--- src/inc/fcsp_pkg.sv ---
// Functional notes
// - Every reset reloads the protection register from its nonvolatile image.
// - With protection enabled, software may only lower protect-select, raising protection.
// - With protection disabled, software writes leave the protection setting unchanged.
// - Debug writes change protection bits freely, bypassing the software restriction.
// - Protect-select in bits 7:1 sets top-end boundary; protected locations never erased/programmed.
// - Bit 0 disables protection; at 0 the selected top region is protected.
// - Writing one to buffer-empty launches and clears it; transfer of the buffer to the array sets it again.
// - Only burst program buffers; buffer-empty shows whether another burst fits.
// - Complete flag sets when idle and buffer empty; clears on launch; ignores writes.
// - Violation flag sets on protected-location attempt; command ignored; write one clears.
// - Access error on bad sequence, unwritten divider, or stop mid-command; write one clears.
// - Blank flag set after all-erased blank check; cleared on next valid launch.
// - Five codes recognised, including blank check, byte program, burst program.
// - Page erase covers 512 bytes; mass erase covers the whole array.
// - Any other code raises access error and is not executed.
// - Successful blank check sets the security state code to unsecured.
// - Flash clock is bus clock, optionally divided by eight, over divider plus one.
package fcsp_pkg;
   localparam int ADDR_W = 16;
   localparam logic [3:0] REG_PROT = 4'h0;
   localparam logic [3:0] REG_STAT = 4'h1;
   localparam logic [3:0] REG_CMD = 4'h2;
   localparam logic [3:0] REG_DIV = 4'h3;
   localparam logic [3:0] REG_ADDRL = 4'h4;
   localparam logic [3:0] REG_ADDRH = 4'h5;
   localparam logic [3:0] REG_DATA = 4'h6;
   localparam logic [3:0] REG_IMASK = 4'h7;
   localparam logic [3:0] REG_SEC = 4'h8;
   localparam int ST_CBEF = 7;
   localparam int ST_CCF = 6;
   localparam int ST_PVIOL = 5;
   localparam int ST_ACCERR = 4;
   localparam int ST_BLANK = 2;
   localparam int DIV_PRESCALE = 6;
   localparam int DIV_WRITTEN = 7;
   localparam logic [7:0] CMD_BLANK = 8'h05;
   localparam logic [7:0] CMD_BYTE = 8'h20;
   localparam logic [7:0] CMD_BURST = 8'h25;
   localparam logic [7:0] CMD_PAGE = 8'h40;
   localparam logic [7:0] CMD_MASS = 8'h41;
   localparam logic [ADDR_W-1:0] PAGE_MASK = 16'hFE00;
   localparam logic [1:0] SEC_UNSECURED = 2'h2;
   localparam logic [7:0] STAT_RESET = 8'hC0;
   localparam logic [2:0] PRESCALE_DIV = 3'h7;
   localparam logic [4:0] PROT_SHIFT = 5'h9;
   typedef enum logic [1:0] {FCSP_IDLE, FCSP_WAIT_ARRAY, FCSP_LOAD} fcsp_state_t;
endpackage

--- src/rtl/fcsp_clock_divider.sv ---
`timescale 1ns/1ps
`default_nettype none
module fcsp_clock_divider
   import fcsp_pkg::*;
(
   input wire logic sys_clk, // Bus clock
   input wire logic sys_rst, // Synchronous reset
   input wire logic prescaleByEight, // Extra divide by eight
   input wire logic [5:0] divider, // Divide by value plus one
   output logic flashTick // One pulse per flash clock
);
   typedef struct packed {
      logic [2:0] pre;
      logic [5:0] cnt;
      logic tick;
   } fcsp_div_t;
   fcsp_div_t cur, next_cur;

   always_comb begin
      next_cur = cur;
      next_cur.tick = 1'b0;
      if (!prescaleByEight || cur.pre == PRESCALE_DIV) begin
         next_cur.pre = 3'h0;
         if (cur.cnt >= divider) begin
            next_cur.cnt = 6'h00;
            next_cur.tick = 1'b1;
         end else begin
            next_cur.cnt = cur.cnt + 6'h01;
         end
      end else begin
         next_cur.pre = cur.pre + 3'h1;
      end
   end

   always_ff @(posedge sys_clk) begin
      if (sys_rst) begin
         cur <= '0;
      end else begin
         cur <= next_cur;
      end
   end

   assign flashTick = cur.tick;
endmodule
`default_nettype wire

--- src/rtl/fcsp_flash_control.sv ---
`timescale 1ns/1ps
`default_nettype none
module fcsp_flash_control
   import fcsp_pkg::*;
(
   input wire logic sys_clk, // Bus clock
   input wire logic sys_rst, // Synchronous reset
   input wire logic [3:0] regAddr, // Register index
   input wire logic [7:0] regWrData, // Write data
   input wire logic regWrite, // Write strobe
   input wire logic regRead, // Read strobe
   output logic [7:0] regRdData, // Read data, cycle after strobe
   input wire logic debugWrite, // Background debug write of protection
   input wire logic [7:0] debugData, // Debug protection value
   input wire logic [7:0] nonvolatileProtectionImage, // Protection image from flash
   input wire logic stopRequest, // Stop mode entry
   output logic flashTick, // Internal flash clock pulse
   output logic arrayStart, // Command pulse to array
   output logic [7:0] arrayCommand, // Command code
   output logic [ADDR_W-1:0] arrayAddress, // Target address
   output logic [7:0] arrayData, // Program data
   input wire logic arrayDone, // Array finished command
   input wire logic arrayBlankResult, // Blank check found all 0xFF
   output logic [1:0] securityStateCode, // Security state
   output logic irq // Level interrupt
);
   typedef struct packed {
      logic [7:0] prot;
      logic cbef;
      logic ccf;
      logic pviol;
      logic accerr;
      logic blank;
      logic [7:0] cmd;
      logic [7:0] div;
      logic [ADDR_W-1:0] addr;
      logic [7:0] data;
      logic [7:0] imask;
      logic [1:0] sec;
      logic bufValid;
      logic [7:0] bufCmd;
      logic [ADDR_W-1:0] bufAddr;
      logic [7:0] bufData;
      logic active;
      logic [7:0] actCmd;
      logic start;
      logic [ADDR_W-1:0] outAddr;
      logic [7:0] outData;
      logic [7:0] rd;
      logic protLoaded;
      fcsp_state_t state;
   } fcsp_ctl_t;
   fcsp_ctl_t cur, next_cur;

   logic [7:0] statusByte;
   logic [ADDR_W-1:0] protBoundary;
   logic cmdLegal;
   logic cmdProtected;
   logic [7:0] irqEvents;

   fcsp_clock_divider divider_i (
      .sys_clk(sys_clk),
      .sys_rst(sys_rst),
      .prescaleByEight(cur.div[DIV_PRESCALE]),
      .divider(cur.div[5:0]),
      .flashTick(flashTick)
   );

   always_comb begin
      statusByte = 8'h00;
      statusByte[ST_CBEF] = cur.cbef;
      statusByte[ST_CCF] = cur.ccf;
      statusByte[ST_PVIOL] = cur.pviol;
      statusByte[ST_ACCERR] = cur.accerr;
      statusByte[ST_BLANK] = cur.blank;
   end

   // Region from boundary to top of flash is protected
   assign protBoundary = ADDR_W'({cur.prot[7:1], 1'b1} + 8'h01) << PROT_SHIFT;
   assign cmdLegal = cur.cmd == CMD_BLANK || cur.cmd == CMD_BYTE || cur.cmd == CMD_BURST
      || cur.cmd == CMD_PAGE || cur.cmd == CMD_MASS;
   always_comb begin
      cmdProtected = 1'b0;
      if (!cur.prot[0]) begin
         if (cur.cmd == CMD_MASS) begin
            cmdProtected = 1'b1;
         end else if (cur.cmd == CMD_PAGE) begin
            cmdProtected = (cur.addr & PAGE_MASK) >= protBoundary || protBoundary == '0;
         end else if (cur.cmd != CMD_BLANK) begin
            cmdProtected = cur.addr >= protBoundary || protBoundary == '0;
         end
      end
   end
   assign irqEvents = statusByte & cur.imask;
   assign irq = |irqEvents;

   always_comb begin
      next_cur = cur;
      next_cur.start = 1'b0;
      next_cur.rd = 8'h00;
      if (!cur.protLoaded) begin
         next_cur.prot = nonvolatileProtectionImage;
         next_cur.protLoaded = 1'b1;
      end
      if (regRead) begin
         case (regAddr)
            REG_PROT: next_cur.rd = cur.prot;
            REG_STAT: next_cur.rd = statusByte;
            REG_CMD: next_cur.rd = cur.cmd;
            REG_DIV: next_cur.rd = cur.div;
            REG_ADDRL: next_cur.rd = cur.addr[7:0];
            REG_ADDRH: next_cur.rd = cur.addr[15:8];
            REG_DATA: next_cur.rd = cur.data;
            REG_IMASK: next_cur.rd = cur.imask;
            REG_SEC: next_cur.rd = {6'h00, cur.sec};
            default: next_cur.rd = 8'h00;
         endcase
      end
      if (debugWrite) begin
         next_cur.prot = debugData;
      end else if (regWrite && regAddr == REG_PROT && cur.protLoaded) begin
         // Disabled stays disabled; enabled only tightens
         if (!cur.prot[0] && regWrData[0] == 1'b0 && regWrData[7:1] < cur.prot[7:1]) begin
            next_cur.prot = regWrData;
         end
      end
      if (regWrite) begin
         case (regAddr)
            REG_CMD: next_cur.cmd = regWrData;
            REG_DIV: next_cur.div = {1'b1, regWrData[6:0]};
            REG_ADDRL: next_cur.addr[7:0] = regWrData;
            REG_ADDRH: next_cur.addr[15:8] = regWrData;
            REG_DATA: next_cur.data = regWrData;
            REG_IMASK: next_cur.imask = regWrData;
            default: ;
         endcase
      end
      // Write one to clear; a same-cycle set below wins
      if (regWrite && regAddr == REG_STAT) begin
         if (regWrData[ST_PVIOL]) next_cur.pviol = 1'b0;
         if (regWrData[ST_ACCERR]) next_cur.accerr = 1'b0;
         if (regWrData[ST_CBEF] && cur.cbef) begin
            if (!cur.div[DIV_WRITTEN] || !cmdLegal) begin
               next_cur.accerr = 1'b1;
            end else if (cur.active && (cur.actCmd != CMD_BURST || cur.cmd != CMD_BURST)) begin
               next_cur.accerr = 1'b1;
            end else if (cmdProtected) begin
               next_cur.pviol = 1'b1;
            end else begin
               next_cur.blank = 1'b0;
               next_cur.ccf = 1'b0;
               next_cur.bufValid = 1'b1;
               next_cur.bufCmd = cur.cmd;
               next_cur.bufAddr = cur.addr;
               next_cur.bufData = cur.data;
               next_cur.cbef = 1'b0;
            end
         end
      end
      if (stopRequest && (cur.active || cur.bufValid)) begin
         next_cur.accerr = 1'b1;
      end
      case (cur.state)
         FCSP_IDLE: begin
            if (cur.bufValid) begin
               next_cur.state = FCSP_LOAD;
            end
         end
         FCSP_LOAD: begin
            // Buffer moves to array; buffer free again
            next_cur.start = 1'b1;
            next_cur.active = 1'b1;
            next_cur.actCmd = cur.bufCmd;
            next_cur.outAddr = cur.bufAddr;
            next_cur.outData = cur.bufData;
            next_cur.bufValid = 1'b0;
            next_cur.cbef = 1'b1;
            next_cur.state = FCSP_WAIT_ARRAY;
         end
         FCSP_WAIT_ARRAY: begin
            if (arrayDone) begin
               next_cur.active = 1'b0;
               if (cur.actCmd == CMD_BLANK && arrayBlankResult) begin
                  next_cur.blank = 1'b1;
                  next_cur.sec = SEC_UNSECURED;
               end
               next_cur.state = (cur.bufValid || next_cur.bufValid) ? FCSP_LOAD : FCSP_IDLE;
            end
         end
         default: next_cur.state = FCSP_IDLE;
      endcase
      if (!next_cur.active && !next_cur.bufValid && next_cur.cbef) begin
         next_cur.ccf = 1'b1;
      end
   end

   always_ff @(posedge sys_clk) begin
      if (sys_rst) begin
         cur <= '0;
         cur.cbef <= STAT_RESET[ST_CBEF];
         cur.ccf <= STAT_RESET[ST_CCF];
         cur.state <= FCSP_IDLE;
      end else begin
         cur <= next_cur;
      end
   end

   assign regRdData = cur.rd;
   assign arrayStart = cur.start;
   assign arrayCommand = cur.actCmd;
   assign arrayAddress = cur.outAddr;
   assign arrayData = cur.outData;
   assign securityStateCode = cur.sec;
endmodule
`default_nettype wire

--- config.mk ---
export PLATFORM = sky130hd
export DESIGN_NAME = fcsp_flash_control
export DESIGN_NICKNAME = d
export VERILOG_FILES = /design/src/inc/fcsp_pkg.sv /design/src/rtl/fcsp_clock_divider.sv /design/src/rtl/fcsp_flash_control.sv
export SDC_FILE = /design/constraint.sdc
export NUM_CORES = 1
export LEC_CHECK = 0
export ABC_AREA = 1
export ABC_CLOCK_PERIOD_IN_PS = 3400
export BUFFER_PORTS_ARGS = -buffer_cell sky130_fd_sc_hd__buf_4
export CORE_AREA = 4 4 98 138
export DETAILED_ROUTE_END_ITERATION = 12
export DIE_AREA = 0 0 102 142
export PLACE_DENSITY = 0.77
export SETUP_SLACK_MARGIN = 0.15
export SLEW_MARGIN = 20
export SYNTH_ARGS = -nofsm -noshare
export SYNTH_HDL_FRONTEND = slang
export SYNTH_SLANG_ARGS = --single-unit
export TNS_END_PERCENT = 5
--- constraint.sdc ---
create_clock -name sys_clk -period 3.4 [get_ports sys_clk]
set_clock_uncertainty 0.1 [all_clocks]
set_input_delay 0.34 -clock sys_clk [delete_from_list [all_inputs] [get_ports sys_clk]]
set_output_delay 0.34 -clock sys_clk [all_outputs]
set_load 0.05 [all_outputs]
After elaboration in Yosys (flattened, before gate mapping)

Index checks and enable logic that the tools add are counted.
Widths: inputs -> output; s select.

$add $sub $neg: 3
Magnitude comparators: 4
Equal/unequal tests: 22
Multiplexer cells: 43
Bitwise logic cells: 7
Reduce and logical (&&, ||, !) cells: 46

Operators with widths:

| cell                | count |
|---|---|
| $mux 33             | 5 |
| $pmux 8 s9          | 1 |
| $ge 16x16->1        | 2 |
| $mux 8              | 4 |
| $mux 25             | 1 |
| $mux 1              | 20 |
| $eq 4x3->1 const B  | 4 |
| $eq 8x3->1 const B  | 2 |
| $eq 8x6->1 const B  | 2 |
| $eq 8x7->1 const B  | 2 |
| $logic_not 16->1    | 1 |
| $ne 8x6->1 const B  | 2 |
| $reduce_and 2->1    | 7 |
| $logic_and 1x1->1   | 11 |
| $logic_or 1x1->1    | 11 |
| $mux 5              | 2 |
| $mux 3              | 3 |
| $and 8x8->8         | 1 |
| $eq 4x2->1 const B  | 2 |
| $mux 2              | 4 |
| $ne 8x3->1 const B  | 1 |
| $reduce_or 2->1     | 4 |
| $reduce_or 8->1     | 1 |
| $add 7x1->7 const B | 1 |
| 20 further kinds    | 31 |

Bits in registers: 150
Input port bits: 36
Output and inout bits: 45
Logic and storage cells: 153

Depth between registers and ports, before layout

Word-level depth: 17
Mapped depth: 19
Gate-level depth less buffers: 19

Cells and area by module

From an unflattened synthesis, not the netlist that was laid out.

Cells, all modules: 947
Area total of the unflattened synthesis: 7154.4 um^2

By module, submodules not included:

| module             | instances | cells an instance | area an instance (um^2) | seq. area each (um^2) |
|---|---|---|---|---|
| fcsp_flash_control | 1         | 858               | 6540.0                  | 2802.7 |
| fcsp_clock_divider | 1         | 89                | 614.3                   | 200.2 |

Worst setup path before layout

OpenSTA, ideal clock, no wires.

Path type: flip-flop to flip-flop
Start: register cur[134] in the netlist's numbering
End: register cur[51] in the netlist's numbering
Setup time: 119 ps
Data arrival time: 2013 ps
Path slack: 1168 ps
Stages on the path, launching flop included: 17
Clock period less this slack: 2232 ps
Cell sequence: dfxtp_1 > ha_1 > nand4_1 > nand2_1 > inv_1 > ha_1 > nand2_1 > o21ai_0 > a21oi_1 > nand2_1 > nand2_1 > nand2_2 > nand2_2 > nand2_4 > inv_6 > buf_2 > a21oi_1

Longest elaborated chain between the ends: 9
Elaborated cells on any way between the ends: 12

RTL lines:

| item                                                    | line                                               | source |
|---|---|---|
| start: declaration                                      | fcsp_flash_control.sv:53                           | `fcsp_ctl_t cur, next_cur;` |
| start signal: assignment                                | fcsp_flash_control.sv:204                          | `cur <= next_cur;` |
| $add 7x1->7 *                                           | fcsp_flash_control.sv:79                           | `assign protBoundary = ADDR_W'({cur.prot[7:1], 1'b1} + 8'h01) << PROT_SHIFT;` |
| $ge 16x16->1 / $logic_not 16->1 (equally long branches) | fcsp_flash_control.sv:90, fcsp_flash_control.sv:88 |  |
| $logic_or 1x1->1                                        | fcsp_flash_control.sv:90                           | `cmdProtected = cur.addr >= protBoundary \|\| protBoundary == '0;` |
| $mux 1                                                  | fcsp_flash_control.sv:89                           | `end else if (cur.cmd != CMD_BLANK) begin` |
| $mux 1 *                                                | fcsp_flash_control.sv:87                           | `end else if (cur.cmd == CMD_PAGE) begin` |
| $mux 1 *                                                | fcsp_flash_control.sv:85                           | `if (cur.cmd == CMD_MASS) begin` |
| $mux 1 *                                                | fcsp_flash_control.sv:84                           | `if (!cur.prot[0]) begin` |
| $not 1->1 (no source line) *                            | n/a                                                |  |
| $reduce_and 5->1 (no source line) *                     | n/a                                                |  |

Mark *: on every way between the ends. The rest lies on a longest branch, timed or not.
A chain may end at the register's enable or synchronous reset.

Final worst setup path

Start: register cur[134] in the netlist's numbering
End: register cur[45] in the netlist's numbering

The elaborated chain is that of the path after synthesis.

==> flow_metrics.env <==
export IMPL_fin_area_um2=7799
export IMPL_holdPathEnd="cur[140]"
export IMPL_post_drt_wl_per_cell_um=15.74
export IMPL_clk_latency_ps=420
export IMPL_dieHeight_um=142
export IMPL_clk_pin_slew_ps=60
export IMPL_rsz0062_at_grt="no"
export IMPL_tightestPinTransition_ps=924.7
export IMPL_max_cap_viol_count=0
export IMPL_fin_cells=1100
export IMPL_syn_area_per_cell_um2=7.536
export IMPL_hold_depth=3
export IMPL_final_fill_count=1136
export IMPL_p_per_area_nw_per_um2=657.2
export IMPL_grt_use_total_pct=24.86
export IMPL_cp_start_kind="flip-flop"
export IMPL_drt_iter0_markers=624
export IMPL_dp_hpwl_mm=12.58
export IMPL_p_leak_nw=3.458
export IMPL_ys_seq_area_share_pct=43.55
export IMPL_layout_nets=999
export IMPL_netlist_instances=915
export IMPL_ys_warn_count=0
export IMPL_core_area_um2=12250
export IMPL_ys_seq_elements=150
export IMPL_drt_pass1_iterations=5
export IMPL_required_ps=3650
export IMPL_holdBufCountCts=0
export IMPL_slew_violations=0
export IMPL_cts_sinks=150
export IMPL_drive_above_1_share_pct=13.89
export IMPL_async_flop_share_pct=0
export IMPL_min_from="debugData[7]"
export IMPL_max_freq_mhz=373.9
export IMPL_ant_nets=0
export IMPL_vdd_drop_max_mv=0.3730
export IMPL_ios=81
export IMPL_routed_wl_mm=17.32
export IMPL_arrival_ps=2930
export IMPL_multi_input_comb_area_um2=2942
export IMPL_crit_fanout=54
export IMPL_hold_class="input pin to flip-flop"
export IMPL_r2r_setup_slack_ps=730
export IMPL_cts_setup_buffers=0
export IMPL_htreeDepth=4
export IMPL_avgViaCountPerCell=5.585
export IMPL_setup_tns_ps=0
export IMPL_port_buffers=79
export IMPL_globalRouteOverflowTotal=0
export IMPL_grt_max_degree=55
export IMPL_num_antenna_cells=0
export IMPL_rr_startpoint="cur[134]"
export IMPL_design_die_area_um2=14480
export IMPL_hold_viol=0
export IMPL_drc_errors=0
export IMPL_grt_pass1_vias=5629
export IMPL_cts_resized=0
export IMPL_clock_path_buffers=2
export IMPL_synth_cell_types=40
export IMPL_timing_rr_end="cur[45]"
export IMPL_cp_end_kind="flip-flop"
export IMPL_dp_slack_ps=768.7
export IMPL_vias=6143
export IMPL_start_util_pct=56.28
export IMPL_die_w_um=102
export IMPL_timing_final_ws_setup_ps=725.3
export IMPL_setup_viol=0
export IMPL_numCtsBuffers=17
export IMPL_cts_root_buf="clkbuf_16"
export IMPL_cts_tree="yes"
export IMPL_antenna_found_initial=0
export IMPL_area_growth_pct=13.10
export IMPL_period_share_pct=78.67
export IMPL_worstSetupPathType="flip-flop to flip-flop"
export IMPL_whs_ps=35.56
export IMPL_regArea_um2=3003
export IMPL_maxSlewHeadroom_pct=38.29
export IMPL_grt_pass1_wl_mm=28.35
export IMPL_dpl_cell_area_um2=7214
export IMPL_dpl_cell_count=1068
export IMPL_synth_ff_type="dfxtp_1"
export IMPL_num_rows=48
export IMPL_synth_area_um2=6895
export IMPL_min_period_ps=2675
export IMPL_status="finished, final reports clean"
export IMPL_worstRegToRegCells=15
export IMPL_synth_edf_count=0
export IMPL_gp_congestion=0.9539
export IMPL_synth_nets=977
## cells by family (layout without fill, tap and decap cells)
logic type | after synthesis | count (layout) | synth area share (%)
adders and majority gates | 26 | 26 | 4.718
DFF | 150 | 150 | 43.55
xor gates and xnor gates | 3 | 3 | 0.3811
other | 1 | 1 | 0.05438
AOI/OAI and AO/OA | 273 | 273 | 21.39
and+or+nand+nor | 260 | 260 | 16.11
buffers and inverters | 202 | 237 | 13.79
## power by group
part / internal [mW] / switching, mW / total, mW
combinational: 0.366 / 0.900 / 1.27
clock: 1.12 / 0.731 / 1.85
sequential: 1.92 / 0.0926 / 2.01
## worst max path at each step
stage | start | slack [ps] | to | depth (start not counted)
global placement | cur[134] | 880 | cur[47] | 16
CTS | cur[134] | 740 | cur[45] | 15
detailed placement | cur[134] | 770 | cur[45] | 15
floorplan | cur[134] | 1170 | cur[51] | 16
finish | cur[134] | 730 | cur[45] | 15
global route | cur[136] | 360 | cur[69] | 16
## cell usage after synthesis, types with 2 or more instances
library cell    n  area share, %
nand3_1        35            2.5
nor3_1          4           0.29
buf_6           3           0.49
inv_2           3           0.16
o22ai_1        21            1.9
xor2_1          3           0.38
o21ai_0       107            7.8
buf_4          43            4.7
inv_1         119            6.5
ha_1           26            4.7
nand2_2         3           0.27
a21oi_1        97            7.0
a2111oi_0       4           0.51
buf_2           3           0.22
nand4_1         7           0.64
o21ai_1        22            1.6
nor2_1        106            5.8
dfxtp_1       150             44
o2111ai_1       3           0.38
clkbuf_1       29            1.6
nand2_1        92            5.0
o211ai_1        9           0.98
o221ai_1        3           0.38
a221oi_1        2           0.25
nor2_2          6           0.54
## through the flow
step           power (mW)  utilization [%]
2_1_floorplan       3.098                -
3_3_place_gp        3.297            58.88
3_5_place_dp        3.313            58.88
4_1_cts             5.144            63.65
5_1_grt             5.377            63.65
6_report            5.125            63.65
## layout by cell type, fill, tap and decap left out, drive strengths merged, types with 3 or more instances in the layout
cell type | Yosys | final
nand4 | 7 | 7
ha | 26 | 26
a21oi | 98 | 98
nand2 | 96 | 96
o2111ai | 3 | 3
clkinvlp | 0 | 3
a2111oi | 4 | 4
nand3 | 36 | 36
dfxtp | 150 | 150
xor2 | 3 | 3
inv | 123 | 124
o22ai | 21 | 21
nor3 | 6 | 6
nor2 | 113 | 113
o21ai | 129 | 129
clkinv | 0 | 5
o221ai | 3 | 3
clkbuf | 29 | 21
buf | 50 | 82
o211ai | 9 | 9
## metal layers
layer	track usage (%)	vias up	share of wire (%)
li1	-	3039	-
met1	31.61	2778	42
met2	39.47	258	46
met3	5.591	68	7.3
met4	12.44	0	5.1
met5	0	-	0
## registers in the layout, summed over array words and instances (netlist names)
register             cells
arrayAddress            16
divider_i.flashTick      1
divider_i.cur            9
securityStateCode        1
arrayCommand             8
arrayData                8
arrayStart               1
cur                     98
regRdData                8
## final cells by class
cell class / count / share of cell area, %
tap: 150 / 2.407
sequential: 150 / 38.50
clock inverter: 11 / 1.588
clock buffer: 21 / 5.904
inverter: 123 / 5.984
timing repair buffer: 82 / 7.893
multi-input combinational: 563 / 37.72
## critical path, stage by stage (launching register included)
cell and delay (ps):
dfxtp_1 470, ha_1 250, xor2_1 190, inv_1 60
ha_1 170, a21oi_1 140, o21ai_0 90, a21oi_1 130
nand2_1 90, nand2_1 80, nand2_2 60, nand2_2 80
nand2_4 110, inv_6 290, o21ai_0 140, a21oi_1 130
(Power assumes the default switching activity.)
